<file path="src/core/pafl_cfg.svh">
// Offsets, field positions, reset values and timing counts of the fault and trap logic
`ifndef PAFL_CFG_SVH
`define PAFL_CFG_SVH
`define PAFL_CLK_PERIOD_NS    10
`define PAFL_DET_DLY_NS       50
`define PAFL_DET_DLY_CYC      ((`PAFL_DET_DLY_NS / `PAFL_CLK_PERIOD_NS) < 1 ? 1 : \
                               (`PAFL_DET_DLY_NS / `PAFL_CLK_PERIOD_NS))
`define PAFL_OFS_STATUS       2'h0
`define PAFL_OFS_VECTOR       2'h1
`define PAFL_BIT_NONRES       15
`define PAFL_BIT_LENGTH       14
`define PAFL_BIT_WPROT        13
`define PAFL_BIT_TRAP_DET     12
`define PAFL_BIT_TRAP_EN      9
`define PAFL_BIT_RELOCATION_ACTIVE        0
`define PAFL_STATUS_RESET     16'h0000
`define PAFL_TRAP_VECTOR      16'h00A8
`define PAFL_KEY_NONRES       3'h0
`define PAFL_KEY_RO_TRAP_WR   3'h1
`define PAFL_KEY_READ_ONLY    3'h2
`define PAFL_KEY_UNUSED_LO    3'h3
`define PAFL_KEY_TRAP_RW      3'h4
`define PAFL_KEY_TRAP_WR      3'h5
`define PAFL_KEY_UNUSED_HI    3'h7
`define PAFL_KEY_LSB          0
`define PAFL_MODE_ILLEGAL     2'h2
`define PAFL_DESC_ALL_ONES    16'hFFFF
`endif

</file>
<file path="src/core/pafl_pkg.sv">
// Types shared by the fault and trap logic
package pafl_pkg;
    typedef logic [2:0] pafl_key_t;
    typedef enum logic {
        PAFL_BUS_IDLE,
        PAFL_BUS_ANSWER
    } pafl_bus_state_t;
endpackage

</file>
<file path="src/core/pafl_key_if.sv">
// Carrier between access-key decoder and its users
`timescale 1ns/1ps
`default_nettype none
interface pafl_key_if;
    pafl_pkg::pafl_key_t key;
    logic                any_ref;
    logic                store_cycle;
    logic                nonres;
    logic                wprot;
    logic                trap_match;
    modport decode (input key, input any_ref, input store_cycle,
                    output nonres, output wprot, output trap_match);
    modport user (output key, output any_ref, output store_cycle,
                  input nonres, input wprot, input trap_match);
    modport watch (input key, input any_ref, input store_cycle,
                   input nonres, input wprot, input trap_match);
endinterface
`default_nettype wire

</file>
<file path="src/core/pafl_key_decode.sv">
// Access-key decoder: abort and trap detections for one reference
`include "pafl_cfg.svh"
`timescale 1ns/1ps
`default_nettype none
module pafl_key_decode (
    pafl_key_if.decode kif
);
    function automatic logic key_is(input pafl_pkg::pafl_key_t k, input pafl_pkg::pafl_key_t v);
        return k == v;
    endfunction

    // Unused keys behave as non-resident
    assign kif.nonres = kif.any_ref & (key_is(kif.key, `PAFL_KEY_NONRES)
                      | key_is(kif.key, `PAFL_KEY_UNUSED_LO)
                      | key_is(kif.key, `PAFL_KEY_UNUSED_HI));

    assign kif.wprot = kif.store_cycle & (key_is(kif.key, `PAFL_KEY_RO_TRAP_WR)
                     | key_is(kif.key, `PAFL_KEY_READ_ONLY));

    assign kif.trap_match = (kif.store_cycle & key_is(kif.key, `PAFL_KEY_RO_TRAP_WR))
                          | (kif.any_ref & key_is(kif.key, `PAFL_KEY_TRAP_RW))
                          | (kif.store_cycle & key_is(kif.key, `PAFL_KEY_TRAP_WR));
endmodule
`default_nettype wire

</file>
<file path="src/core/pafl_stat_bits.sv">
// Attention and written bit update pulses for the selected descriptor
`timescale 1ns/1ps
`default_nettype none
module pafl_stat_bits (
    input  wire logic  core_clk,
    input  wire logic  rst_n,
    pafl_key_if.watch  kif,
    input  wire logic  pause_t4_pulse,
    input  wire logic  relocation_active,
    input  wire logic  mm_reg_access,
    input  wire logic  combined_abort,
    output logic       desc_set_written,
    output logic       desc_set_attention
);
    logic page_active;
    assign page_active = relocation_active & ~mm_reg_access;

    // Recorded whatever the trap enable says
    always_ff @(posedge core_clk) begin
        if (!rst_n) begin
            desc_set_written   <= 1'b0;
            desc_set_attention <= 1'b0;
        end else begin
            desc_set_written   <= pause_t4_pulse & page_active & kif.store_cycle
                                  & ~combined_abort;
            desc_set_attention <= pause_t4_pulse & page_active & kif.trap_match;
        end
    end
endmodule
`default_nettype wire

</file>
<file path="src/core/pafl_trap_top.sv">
// Page access fault, abort flag and statistics trap logic with its status register
`include "pafl_cfg.svh"
`timescale 1ns/1ps
`default_nettype none
module pafl_trap_top (
    input  wire logic        core_clk,
    input  wire logic        rst_n,
    input  wire logic [1:0]  avs_address,
    input  wire logic        avs_read,
    input  wire logic        avs_write,
    input  wire logic [31:0] avs_writedata,
    input  wire logic [3:0]  avs_byteenable,
    output logic      [31:0] avs_readdata,
    output logic             avs_waitrequest,
    input  wire logic [15:0] page_descriptor,
    input  wire logic [15:0] processor_status_word,
    input  wire logic        read_cycle,
    input  wire logic        word_write_cycle,
    input  wire logic        byte_write_cycle,
    input  wire logic        read_pause_cycle,
    input  wire logic        bus_end_cycle,
    input  wire logic        mm_reg_access,
    input  wire logic        page_bound_fault,
    input  wire logic        pause_cycle,
    input  wire logic        pause_ts3_pulse,
    input  wire logic        pause_t4_pulse,
    input  wire logic        abort_acknowledge,
    input  wire logic        trap_acknowledge,
    output logic             mm_abort_flag,
    output logic             abort_pending,
    output logic             trap_request,
    output logic             desc_set_written,
    output logic             desc_set_attention,
    output logic [15:0]      fault_vector
);
    pafl_key_if kif ();

    pafl_pkg::pafl_bus_state_t bus_state;
    logic        fault_nonres;
    logic        fault_length;
    logic        fault_wprot;
    logic        trap_detected_bit;
    logic        trap_enable_bit;
    logic        relocation_active_enable;
    logic        trap_hold_latch;
    logic        detect_delay_block;
    logic [2:0]  dly_cnt;
    logic        relocation_active;
    logic        illegal_mode;
    logic [15:0] eff_descriptor;
    logic        combined_abort;
    logic        trap_qualify;
    logic        abort_take;
    logic        trap_take;
    logic        sw_wr_status;
    logic        wr_lo;
    logic        wr_hi;
    logic [15:0] status_word;
    logic [31:0] next_readdata;

    // Descriptor and cycle class into the decoder
    assign illegal_mode   = processor_status_word[15:14] == `PAFL_MODE_ILLEGAL;
    assign eff_descriptor = illegal_mode ? `PAFL_DESC_ALL_ONES : page_descriptor;
    assign kif.key        = eff_descriptor[`PAFL_KEY_LSB +: 3];
    assign kif.store_cycle = word_write_cycle | byte_write_cycle | read_pause_cycle;
    assign kif.any_ref    = read_cycle | kif.store_cycle;

    pafl_key_decode u_decode (
        .kif (kif.decode)
    );

    pafl_stat_bits u_stat (
        .core_clk           (core_clk),
        .rst_n              (rst_n),
        .kif                (kif.watch),
        .pause_t4_pulse     (pause_t4_pulse),
        .relocation_active  (relocation_active),
        .mm_reg_access      (mm_reg_access),
        .combined_abort     (combined_abort),
        .desc_set_written   (desc_set_written),
        .desc_set_attention (desc_set_attention)
    );

    assign relocation_active = relocation_active_enable;

    // Traps never feed the abort path, so the reference completes
    assign combined_abort = kif.nonres | kif.wprot | page_bound_fault;
    assign mm_abort_flag  = combined_abort & relocation_active & ~bus_end_cycle;
    assign trap_qualify   = kif.trap_match & relocation_active & ~mm_reg_access;

    assign abort_take = pause_ts3_pulse & mm_abort_flag;
    assign trap_take  = pause_ts3_pulse & trap_qualify & ~mm_abort_flag;

    // Request gate plus hold; processor samples it with its priority strobe at TS3
    assign trap_request = trap_hold_latch
                        | (pause_cycle & trap_enable_bit & ~abort_pending
                           & ~detect_delay_block & trap_qualify);

    always_ff @(posedge core_clk) begin
        if (!rst_n) begin
            abort_pending <= 1'b0;
        end else if (abort_take) begin
            abort_pending <= 1'b1;
        end else if (abort_acknowledge) begin
            abort_pending <= 1'b0;
        end
    end

    // Set wins over acknowledge so a trap arriving then is not lost
    always_ff @(posedge core_clk) begin
        if (!rst_n) begin
            trap_hold_latch <= 1'b0;
        end else if (trap_take & trap_enable_bit & ~detect_delay_block) begin
            trap_hold_latch <= 1'b1;
        end else if (trap_acknowledge | abort_take | abort_pending) begin
            trap_hold_latch <= 1'b0;
        end
    end

    // Block rises a fixed delay after detection, clears only with bit 12
    always_ff @(posedge core_clk) begin
        if (!rst_n) begin
            dly_cnt            <= 3'h0;
            detect_delay_block <= 1'b0;
        end else if (!trap_detected_bit) begin
            dly_cnt            <= 3'h0;
            detect_delay_block <= 1'b0;
        end else if (!detect_delay_block) begin
            if (dly_cnt == 3'(`PAFL_DET_DLY_CYC - 1)) begin
                detect_delay_block <= 1'b1;
            end else begin
                dly_cnt <= dly_cnt + 3'h1;
            end
        end
    end

    // Avalon slave: one wait cycle, then answer
    assign avs_waitrequest = (avs_read | avs_write) & (bus_state != pafl_pkg::PAFL_BUS_ANSWER);

    always_ff @(posedge core_clk) begin
        if (!rst_n) begin
            bus_state <= pafl_pkg::PAFL_BUS_IDLE;
        end else begin
            case (bus_state)
                pafl_pkg::PAFL_BUS_IDLE: begin
                    if (avs_read | avs_write) begin
                        bus_state <= pafl_pkg::PAFL_BUS_ANSWER;
                    end
                end
                pafl_pkg::PAFL_BUS_ANSWER: begin
                    bus_state <= pafl_pkg::PAFL_BUS_IDLE;
                end
                default: begin
                    bus_state <= pafl_pkg::PAFL_BUS_IDLE;
                end
            endcase
        end
    end

    always_comb begin
        status_word = 16'h0000;
        status_word[`PAFL_BIT_NONRES]   = fault_nonres;
        status_word[`PAFL_BIT_LENGTH]   = fault_length;
        status_word[`PAFL_BIT_WPROT]    = fault_wprot;
        status_word[`PAFL_BIT_TRAP_DET] = trap_detected_bit;
        status_word[`PAFL_BIT_TRAP_EN]  = trap_enable_bit;
        status_word[`PAFL_BIT_RELOCATION_ACTIVE]    = relocation_active_enable;
    end

    always_comb begin
        if (avs_address == `PAFL_OFS_STATUS) begin
            next_readdata = {16'h0000, status_word};
        end else if (avs_address == `PAFL_OFS_VECTOR) begin
            next_readdata = {16'h0000, `PAFL_TRAP_VECTOR};
        end else begin
            next_readdata = 32'h0000_0000;
        end
    end

    always_ff @(posedge core_clk) begin
        if (!rst_n) begin
            avs_readdata <= 32'h0000_0000;
        end else if (bus_state == pafl_pkg::PAFL_BUS_IDLE && avs_read) begin
            avs_readdata <= next_readdata;
        end
    end

    assign sw_wr_status = (bus_state == pafl_pkg::PAFL_BUS_ANSWER) & avs_write
                        & (avs_address == `PAFL_OFS_STATUS);
    assign wr_lo = sw_wr_status & avs_byteenable[0];
    assign wr_hi = sw_wr_status & avs_byteenable[1];

    // Software writes; hardware sets win in the same cycle
    always_ff @(posedge core_clk) begin
        if (!rst_n) begin
            fault_nonres <= 1'(`PAFL_STATUS_RESET >> `PAFL_BIT_NONRES);
            fault_length <= 1'b0;
            fault_wprot  <= 1'b0;
        end else begin
            if (abort_take & kif.nonres) begin
                fault_nonres <= 1'b1;
            end else if (wr_hi) begin
                fault_nonres <= avs_writedata[`PAFL_BIT_NONRES];
            end
            if (abort_take & page_bound_fault) begin
                fault_length <= 1'b1;
            end else if (wr_hi) begin
                fault_length <= avs_writedata[`PAFL_BIT_LENGTH];
            end
            if (abort_take & kif.wprot) begin
                fault_wprot <= 1'b1;
            end else if (wr_hi) begin
                fault_wprot <= avs_writedata[`PAFL_BIT_WPROT];
            end
        end
    end

    always_ff @(posedge core_clk) begin
        if (!rst_n) begin
            trap_detected_bit <= 1'b0;
        end else if (trap_take) begin
            trap_detected_bit <= 1'b1;
        end else if (wr_hi) begin
            trap_detected_bit <= avs_writedata[`PAFL_BIT_TRAP_DET];
        end
    end

    always_ff @(posedge core_clk) begin
        if (!rst_n) begin
            trap_enable_bit <= 1'b0;
            relocation_active_enable    <= 1'b0;
        end else begin
            if (wr_hi) begin
                trap_enable_bit <= avs_writedata[`PAFL_BIT_TRAP_EN];
            end
            if (wr_lo) begin
                relocation_active_enable <= avs_writedata[`PAFL_BIT_RELOCATION_ACTIVE];
            end
        end
    end

    always_ff @(posedge core_clk) begin
        if (!rst_n) begin
            fault_vector <= 16'h0000;
        end else begin
            fault_vector <= `PAFL_TRAP_VECTOR;
        end
    end
endmodule
`default_nettype wire

</file>
<file path="config.mk">
export PLATFORM = sky130hd
export DESIGN_NAME = pafl_trap_top
export DESIGN_NICKNAME = d
export VERILOG_FILES = /design/src/core/pafl_pkg.sv /design/src/core/pafl_key_if.sv /design/src/core/pafl_key_decode.sv /design/src/core/pafl_stat_bits.sv /design/src/core/pafl_trap_top.sv
export VERILOG_INCLUDE_DIRS = /design/src /design/src/core
export SDC_FILE = /design/constraint.sdc
export NUM_CORES = 1
export LEC_CHECK = 0
export ABC_AREA = 0
export ABC_CLOCK_PERIOD_IN_PS = 2390
export BUFFER_PORTS_ARGS = -buffer_cell sky130_fd_sc_hd__buf_2
export CAP_MARGIN = 10
export CORE_MARGIN = 8
export CORE_UTILIZATION = 36
export DETAILED_ROUTE_END_ITERATION = 8
export GPL_TIMING_DRIVEN = 0
export PLACE_DENSITY = 0.83
export RECOVER_POWER = 25
export SYNTH_ARGS = -nofsm -noshare
export SYNTH_HDL_FRONTEND = slang
export SYNTH_HIERARCHICAL = 1
export SYNTH_SLANG_ARGS = --single-unit
</file>
<file path="constraint.sdc">
create_clock -name core_clk -period 2.39 [get_ports core_clk]
set_input_delay 0.1195 -clock core_clk [delete_from_list [all_inputs] [get_ports core_clk]]
set_output_delay 0.1195 -clock core_clk [all_outputs]
set_load 0.005 [all_outputs]
</file>
==> results of run 1 <==
[per-layer routing]
layer	global-route usage (%)	part of all wire [%]	up-vias
met5	0	0	-
met4	3.89	1.5	0
met3	6.26	13	7
met2	18.7	47	53
met1	11.5	38	552
li1	-	-	633
[state kept, by name, summed over array words and instances (netlist names)]
signal                     cells
fault_nonres                   1
abort_pending                  1
fault_vector                   1
fault_length                   1
u_stat/desc_set_written        1
u_stat/desc_set_attention      1
trap_hold_latch                1
trap_detected_bit              1
bus_state                      1
fault_wprot                    1
avs_readdata                   7
trap_enable_bit                1
dly_cnt                        3
detect_delay_block             1
relocation_active              1
[per-stage QoR]
stage	setup WS [ns]	hold WS, ns	cells
6_report	0.586	0.0332	290
5_1_grt	0.472	0.0476	290
4_1_cts	0.591	0.00400	290
3_5_place_dp	0.328	0.282	286
3_3_place_gp	0.355	0.282	286
2_1_floorplan	0.623	0.147	191
[how the worst min path moves through the flow]
stage,slack (ns),depth (start not counted),to
floorplan,0.15,0,fault_vector[5]
detailed placement,0.28,1,fault_vector[5]
global placement,0.28,1,fault_vector[5]
finish,0.03,1,fault_vector[5]
CTS,0.004,1,fault_vector[5]
global route,0.05,1,fault_vector[5]
[Yosys cell counts (2+ instances only)]
cell type	count
inv_1	6
xnor2_1	2
a32o_1	3
nor2b_1	2
a21boi_1	4
a21oi_1	5
dfxtp_1	23
a22oi_1	6
buf_4	40
or3_1	2
and3_1	2
nor4bb_1	2
nor3b_1	2
buf_2	3
nor2_1	13
nor3_1	2
nand2_1	4
a21boi_0	2
nand2b_1	5
o21a_1	5
ha_1	2
[power by group]
group          internal [W]  total (W)  switching (W)
logic             0.0000786   0.000143      0.0000645
clock network      0.000119   0.000242       0.000123
registers          0.000387   0.000391     0.00000369
[cell type report]
type	instances	area share (%)
well taps	48	3.25
clock buffers	4	2.44
flip-flops and latches	23	24.9
repair buffers	47	12.0
multi-input cells	117	38.7
inverters	7	1.42
plain buffers	44	17.3
[cell families (layout without fill, tap and decap cells)]
kind of cell / Yosys count / after routing
AOI/OAI and AO/OA: 31 / 31
xor gates and xnor gates: 2 / 2
adders and majority gates: 2 / 2
buffers and inverters: 51 / 102
DFF: 23 / 23
muxes: 1 / 1
other: 1 / 36
and+or+nand+nor: 45 / 45
[critical path, cell delays in order]
cell       delay [ns]
buf_2            0.09
or3_1            0.41
or2_2            0.30
a21boi_1         0.16
nor3_2           0.23
inv_1            0.12
a2111oi_1        0.42
o2bb2ai_1        0.15
==> metrics.md, run 1 <==
| Metric | Value |
|---|---|
| # Post-CTS Setup Buffers | `0` |
| Final net count | `331` |
| Worst r2r dst | `trap_hold_latch` |
| Via Count | `around 1200` |
| Leakage | `0.940 nW` |
| Total CTS buffers | `3` |
| Ports | `140` |
| Synthesized area per cell | `8.91 um2` |
| Fin crit share | `75.5%` |
| GRT Overall Usage | `11.2%` |
| Startpoint types | `input port` |
| Post-CTS Hold Buffers | `0` |
| Area Overhead vs Synth | `33.0%` |
| Post-synth EDFFs | `0` |
| Largest family of logic cells by synthesized area | `buffers and inverters` |
| Sequential Area | `460 um2` |
| CP Capture Type | `flop` |
| Core box area | `3690 um2` |
| Most frequent cells in the layout | `40 x buf_2, 40 x buf_4, 36 x conb_1` |
| Crit Path Class | `in -> reg` |
| Setup TNS | `0 ns` |
| CTS tree | `built` |
| Area after DPL | `between 1500 and 2000 um2` |
| Clock-pin slew on the worst setup and hold paths | `~0.08 ns` |
| Fraction of the mapped netlist area in simple logic gates | `21.2%` |
| Clock sinks | `23` |
| Endpoints failing hold | `0` |
| Pin count of the biggest net entering global routing | `13` |
| Die width | `78.1 um` |
| Worst-Margin Slew | `0.613 ns` |
| Synthesized-area fraction occupied by adder cells | `1.80%` |
| Post-route cell area | `1850 um2` |
| HPWL after detailed placement | `between 2000 and 3000 um` |
| RSZ-0062 raised after global routing | `false` |
| DR DRC count | `0` |
| Starting DRT DRC Count | `50` |
| Post-Route WL | `between 3000 and 4000 um` |
| Die ar. | `~6100 um2` |
| R2r worst-path depth | `3` |
| Multiplexer area fraction after synthesis | `less than 1%` |
| Root Buffer | `clkbuf_8` |
| Post-synthesis sequential area ratio | `between 30 and 40%` |
| Wire length per cell | `about 12 um` |
| Post-CTS resize count | `0` |
| Crit Path Max Fanout | `4` |
| Layout cells sized above 1 | `a little under two fifths` |
| Dominant cells by area after synthesis | `dfxtp_1 33%, buf_4 22%, nor2_1 3.5%, a22oi_1 3.2%, o21a_1 2.7%` |
| DRT Pass-1 Iters | `4` |
| Biggest area consumer among synthesized cells | `dfxtp_1` |
| MaxCap Viol Count | `0` |
| Yosys warnings | `6` |
| Slew margin rel. | `59.1%` |
| Multi-input gate area | `716 um2` |
| Reg2reg setup slack | `1.04 ns` |
| Fillers | `376` |
| Clk_lat worst skew | `0.27 ns` |
| Worst vdd ir | `around 340 uV` |
| Yosys top cell area share | `33.1%` |
| Layout Utilization | `50.1%` |
| # rows | `22` |
| First-pass GRT wire length | `5650 um` |
| Asr flop ratio synth | `0%` |
| Crit path capture | `trap_hold_latch` |
| Antenna cells | `0` |
| Worst EP arrival | `2.01 ns` |
| Synth unique cells | `42` |
| GPL Wtd Cong | `0.764` |
| Hold Crit Class | `in -> reg` |
| Worst path required time | `2.59 ns` |
| DR vias/cell | `4.29` |
| Initial antenna violation count | `0` |
| Die Y | `between 70 and 80 um` |
| Status | `complete, no violations` |
| Compound-Gate Fraction of Synth Area | `16.8%` |
| H-tree levels | `1` |
| Clock Skews | `0.00437 ns` |
| Hold wc startpoint | `rst_n` |
| Starting density of the core | `37.7%` |
| Fmax | `between 500 and 600 MHz` |
| CP Launch Point | `byte_write_cycle` |
| Fin. max-slew vios | `0` |
| R2r startpoint | `relocation_active` |
| Seq cells post-synth | `23` |
| Buffers on Ports | `47` |
| Synth Area in XOR/XNOR | `1.26%` |
| PD cells | `420 nW/um2` |
| Mapped Cells | `156` |
| Final setup fails | `0` |
| Antenna-violating nets left | `0` |
| Main synth FF type | `dfxtp_1` |
| Clock Tree Buf Depth | `2` |
| Total Power | `approximately 0.00078 W` |
| Post-Syn Area | `1390 um2` |
| Vias in the first global route | `1189` |
| Fin crit period | `approximately 1.8 ns` |
| Grt total ovfl | `0` |
Note: power is estimated with default switching activity, not from simulation.
==> run 2, diff against run 1 <==
- ABC_CLOCK_PERIOD_IN_PS: 2390 -> 1800
- clock period: 2.39 -> 1.8 ns (I/O delays scaled with it)
==> run 2 against run 1 <==
Against the previous run: total power rose by 33%; sequential power is 33% higher; critical path depth unchanged; via count is 0.24% higher; die area did not move; cell count rose by 0.34%; clock-buffer cell count unchanged; sequential share of layout area decreased by 0.20 points; global-route usage about the same; cell area up 0.81%; combinational power increased by 34%; critical endpoint unchanged.
==> metrics.md, run 2 (synthesis gave the netlist of run 1 again) <==
| Metric | Value |
|---|---|
| Critical path cell sequence | `buf_2 > or3_1 > or2_2 > a21boi_1 > nor3_2 > inv_1 > a2111oi_2 > o2bb2ai_1` |
| Status | `complete, no violations` |
| Fin. max-slew vios | `0` |
| Die Y | `78.1 um` |
| Post-Route WL | `3490 um` |
| Starting density of the core | `37.7%` |
| Worst setup margin | `0.0921 ns` |
| Startpoint types | `input port` |
| Pin count of the biggest net entering global routing | `13` |
| DRT Pass-1 Iters | `4` |
| CP max-delay cell | `or3_1` |
| DR DRC count | `0` |
| Via Count | `between 1000 and 1500` |
| Fin crit period | `1.71 ns` |
| Met2 track demand over resource | `18.9%` |
| Final non-filler cell total | `about 290` |
| Final setup fails | `0` |
| Top Registers | `avs_readdata (7), dly_cnt (3)` |
| Antenna-violating nets left | `0` |
| Max incr delay on CP | `roughly 0.4 ns` |
| HPWL after detailed placement | `2980 um` |
| Worst path required time | `around 2 ns` |
| Sequential Area | `460 um2` |
| Clk_lat worst skew | `about 0.26 ns` |
| Final net count | `332` |
| GRT Overall Usage | `11.2%` |
| Grt peak-use layer | `met2` |
| Layout Utilization | `50.5%` |
| Hold WS | `0.0971 ns` |
| Layout cells sized above 1 | `a little under two fifths` |
| # rows | `22` |
| Largest reg by FF count | `avs_readdata` |
| Total Power | `0.00103 W` |
| CP Capture Type | `flop` |
| Worst vdd ir | `about 450 uV` |
| Clock Skews | `0.00418 ns` |
| Core box area | `3690 um2` |
| Multi-input gate area | `721 um2` |
| Area Overhead vs Synth | `34.1%` |
| Starting DRT DRC Count | `54` |
| Crit Path Max Fanout | `4` |
| Grt total ovfl | `0` |
| Worst EP arrival | `1.91 ns` |
| Wire length per cell | `12.0 um` |
| CTS tree | `built` |
| Vias in the first global route | `about 1200` |
| Clock Tree Buf Depth | `2` |
| Root Buffer | `clkbuf_8` |
| Placed Instances | `286` |
| Fillers | `371` |
| H-tree levels | `1` |
| Die width | `78.1 um` |
| Worst-Margin Slew | `around 0.58 ns` |
| Fmax | `a little under 600 MHz` |
| Buffers on Ports | `47` |
| GRT met3 Usage | `between 6 and 7%` |
| PD cells | `between 500 and 600 nW/um2` |
| Max reg flops | `7` |
| Clock sinks | `23` |
| RSZ-0062 raised after global routing | `false` |
| GPL Wtd Cong | `0.764` |
| Crit Path Class | `in -> reg` |
| Leakage | `0.945 nW` |
| Total CTS buffers | `3` |
| First-pass GRT wire length | `5680 um` |
| Antenna cells | `0` |
| Reg2reg setup slack | `roughly 0.47 ns` |
| Most frequent cells in the layout | `40 x buf_2, 40 x buf_4, 36 x conb_1` |
| Hold Crit Class | `in -> reg` |
| Die ar. | `approximately 6100 um2` |
| Endpoints failing hold | `0` |
| Setup WS pre-CTS | `-0.233 ns` |
| Ports | `140` |
| Grt met1 use | `11.5%` |
| Fin crit share | `between 90% and 100%` |
| MaxCap Viol Count | `0` |
| Initial antenna violation count | `0` |
| Slew margin rel. | `61.1%` |
| DR vias/cell | `4.29` |
| Clock-pin slew on the worst setup and hold paths | `0.08 ns` |
[run 2: where the power goes]
group | total [W] | internal (W) | switching [W]
Combinational | 0.000192 | 0.000106 | 0.0000864
Sequential | 0.000519 | 0.000514 | 0.00000496
Clock | 0.000320 | 0.000158 | 0.000162
Total | 0.00103 | 0.000778 | 0.000253
[run 2: worst paths after layout]
path                                        start           endpoint  cells after the start
worst min register to register    avs_readdata[7]    avs_readdata[7]                      2
worst max-delay path             byte_write_cycle    trap_hold_latch                      8
worst max register to register          bus_state       fault_nonres                      4
worst min-delay path            avs_writedata[12]  trap_detected_bit                      3
[run 2: cell type report]
class | count | share of cell area, %
Multi-Input combinational cell | 117 | 38.7
Clock buffer | 4 | 2.42
Timing Repair Buffer | 48 | 12.5
Tap cell | 48 | 3.22
Buffer | 44 | 17.1
Inverter | 7 | 1.41
Sequential cell | 23 | 24.7
[run 2: timing repair]
action | in CTS | in global routing
buffers inserted | 0 | 0
hold buffers | 1 | 0
endpoints found under the setup margin | 0 | 1
resized for setup | 0 | 1
hold endpoints to repair | 1 | 0
[run 2: through the flow]
stage / area (um2) / setup TNS, ns
floorplan: 1520 / 0
global placement: 1820 / -0.206
detailed placement: 1820 / -0.233
CTS: 1870 / 0
global route: 1860 / 0
finish: 1860 / 0
[run 2: per-layer routing]
layer | part of all wire, % | up-vias
li1 | - | 634
met1 | 37 | 555
met2 | 48 | 55
met3 | 13 | 4
met4 | 1.1 | 0
met5 | 0 | -
[run 2: critical path: cells and delay by family]
family                 cells  cell delay, ns
AND/OR/NAND/NOR            3            0.94
AO/OA/AOI/OAI              3            0.66
buffers and inverters      2            0.21
==> run 3, diff against run 2 <==
- GPL_TIMING_DRIVEN: 0 -> default
==> run 3 against run 2 <==
Against the previous run: clock power hardly changed; worst hold slack better by 0.010 ns; worst setup slack better by 0.029 ns; fmax is 1.7% higher; total power is 5.8% lower; flip-flop and latch count stayed put; core utilization is 7.9 points lower; first-iteration DRC count is 22% higher; global-route usage is 0.96 points lower; clock-buffer cell count is 1 lower; largest cell class unchanged; critical path depth is 1 higher; cell count is 14% lower.
==> metrics.md, run 3 (synthesis gave the netlist of run 1 again) <==
| Metric | Value |
|---|---|
| Clock Tree Buf Depth | `2` |
| Placed Instances | `247` |
| Largest reg by FF count | `avs_readdata` |
| DR vias/cell | `4.44` |
| Endpoints failing hold | `0` |
| Leakage | `0.749 nW` |
| Sequential Area | `roughly 460 um2` |
| Ports | `140` |
| Post-CTS Hold Buffers | `0` |
| Root Buffer | `clkbuf_8` |
| Worst path bufs/invs | `3` |
| Crit-path leading delay family | `simple AND/OR/NAND/NOR gates` |
| # rows | `22` |
| Fin crit period | `1.68 ns` |
| Worst vdd ir | `352 uV` |
| Antenna cells | `0` |
| Most common cell after layout, fill and taps aside | `buf_2` |
| Post-Route WL | `3350 um` |
| Clock-pin slew on the worst setup and hold paths | `approximately 0.08 ns` |
| Initial antenna violation count | `0` |
| Crit Path Max Fanout | `4` |
| H-tree levels | `1` |
| CTS tree | `built` |
| P_sw | `0.000245 W` |
| Clock Skews | `0.00293 ns` |
| Net Sw Frac | `25.3%` |
| GPL Wtd Cong | `0.772` |
| Antenna-violating nets left | `0` |
| CP Capture Type | `output pin` |
| DRT Pass-1 Iters | `4` |
| Worst path required time | `1.71 ns` |
| Die ar. | `6110 um2` |
| First-pass GRT wire length | `5210 um` |
| PD cells | `~600 nW/um2` |
| Multi-input gate area | `about 720 um2` |
| Via Count | `1115` |
| Hold Crit Class | `in -> reg` |
| Critical path cell sequence | `buf_2 > nand2b_1 > nand2b_1 > or3_1 > a21boi_2 > nor3_2 > buf_4 > nor3b_1 > buf_2` |
| Core box area | `around 3700 um2` |
| Worst setup margin | `0.121 ns` |
| Internal Power | `0.000726 W` |
| Vias in the first global route | `1144` |
| Logic pwr share | `14.0%` |
| Final non-filler cell total | `251` |
| Area Overhead vs Synth | `13.2%` |
| Startpoint types | `input port` |
| CP max-delay cell | `or3_1` |
| Fin. max-slew vios | `0` |
| Wire length per cell | `between 10 and 15 um` |
| Final net count | `between 200 and 300` |
| Layout cells sized above 1 | `27.6%` |
| Total CTS buffers | `3` |
| Die width | `78.1 um` |
| Pin count of the biggest net entering global routing | `14` |
| Worst-Margin Slew | `0.606 ns` |
| Area after DPL | `between 1500 and 2000 um2` |
| Most frequent cells in the layout | `41 x buf_2, 36 x conb_1, 23 x dfxtp_1` |
| MaxCap Viol Count | `0` |
| Starting DRT DRC Count | `66` |
| Register share of total power | `53.4%` |
| Crit Path Class | `in -> out` |
| GRT Overall Usage | `a little over 10%` |
| Slew margin rel. | `59.6%` |
| Fin crit share | `93.3%` |
| Status | `complete, no violations` |
| Fillers | `399` |
| DR DRC count | `0` |
| Post-route cell area | `around 1600 um2` |
| Top Registers | `avs_readdata (7), dly_cnt (3)` |
| # Post-CTS Setup Buffers | `0` |
| Buffers on Ports | `48` |
| Clock share of power | `between 30% and 40%` |
| HPWL after detailed placement | `between 2000 and 3000 um` |
| Max reg flops | `7` |
| Fmax | `595 MHz` |
| Worst EP arrival | `1.59 ns` |
| Clock sinks | `23` |
| Die Y | `78.1 um` |
| Final setup fails | `0` |
| Total Power | `0.000971 W` |
| Clk_lat worst skew | `0.26 ns` |
| Grt total ovfl | `0` |
| Starting density of the core | `~38%` |
| RSZ-0062 raised after global routing | `false` |
| Max incr delay on CP | `0.40 ns` |
| Setup WS pre-CTS | `-0.0734 ns` |
run 3: cell count changes in the layout (fill, tap and decap cells not counted):
| cell | delta |
|---|---|
| a2111oi_1 | +1 |
| a21boi_2 | +1 |
| a21boi_1 | -1 |
| a2111oi_2 | -1 |
| clkbuf_1 | -5 |
| buf_2 | +1 |
| buf_4 | -36 |
| clkinv_2 | +1 |
| dlygate4sd3_1 | -1 |
run 3: tightest hold or removal path, delay by kind of cell:
| family | cells | cell delay (ns) |
|---|---|---|
| buffers and inverters | 1 | 0.12 |
| and+or+nand+nor | 2 | 0.13 |
run 3: final cells by class:
cell class | count | area share (%)
multi-input combinational | 117 | 45.7
sequential | 23 | 29.3
timing repair buffer | 52 | 16.6
tap | 48 | 3.82
clock buffer | 3 | 2.62
inverter | 7 | 1.67
clock inverter | 1 | 0.318
run 3: power by group through the flow:
stage	clock network (W)	logic [W]	registers, W
CTS	0.000333	0.000132	0.000518
floorplan	0	0.000130	0.000530
finish	0.000317	0.000136	0.000518
global route	0.000355	0.000152	0.000520
global placement	0	0.000129	0.000530
detailed placement	0	0.000131	0.000530
run 3: per-layer routing:
layer	global-route usage (%)	wire length (um)
met5	0	0
met4	1.67	15
met3	4.33	348
met2	18.4	1620
met1	11.1	1370
run 3: metrics by stage:
stage | TNS (ns) | hold WS (ns) | util (%)
6_report | 0 | 0.107 | 42.7
2_1_floorplan | 0 | 0.118 | -
3_5_place_dp | -0.0734 | 0.370 | 41.6
3_3_place_gp | -0.0547 | 0.375 | 41.6
4_1_cts | 0 | 0.0830 | 42.8
5_1_grt | 0 | 0.113 | 42.7
run 3: repair_timing:
item,in CTS,in global routing
gates resized for setup,0,1
endpoints found under the hold margin,0,0
endpoints found under the setup margin,0,1
run 3: final timing paths:
check                              end  slack (ns)                       from  cells past startpoint
max                      mm_abort_flag        0.12  processor_status_word[14]                      9
min          u_stat/desc_set_attention        0.11             pause_t4_pulse                      3
max reg2reg          relocation_active        0.43                  bus_state                      3
min reg2reg            avs_readdata[7]        0.48            avs_readdata[7]                      2
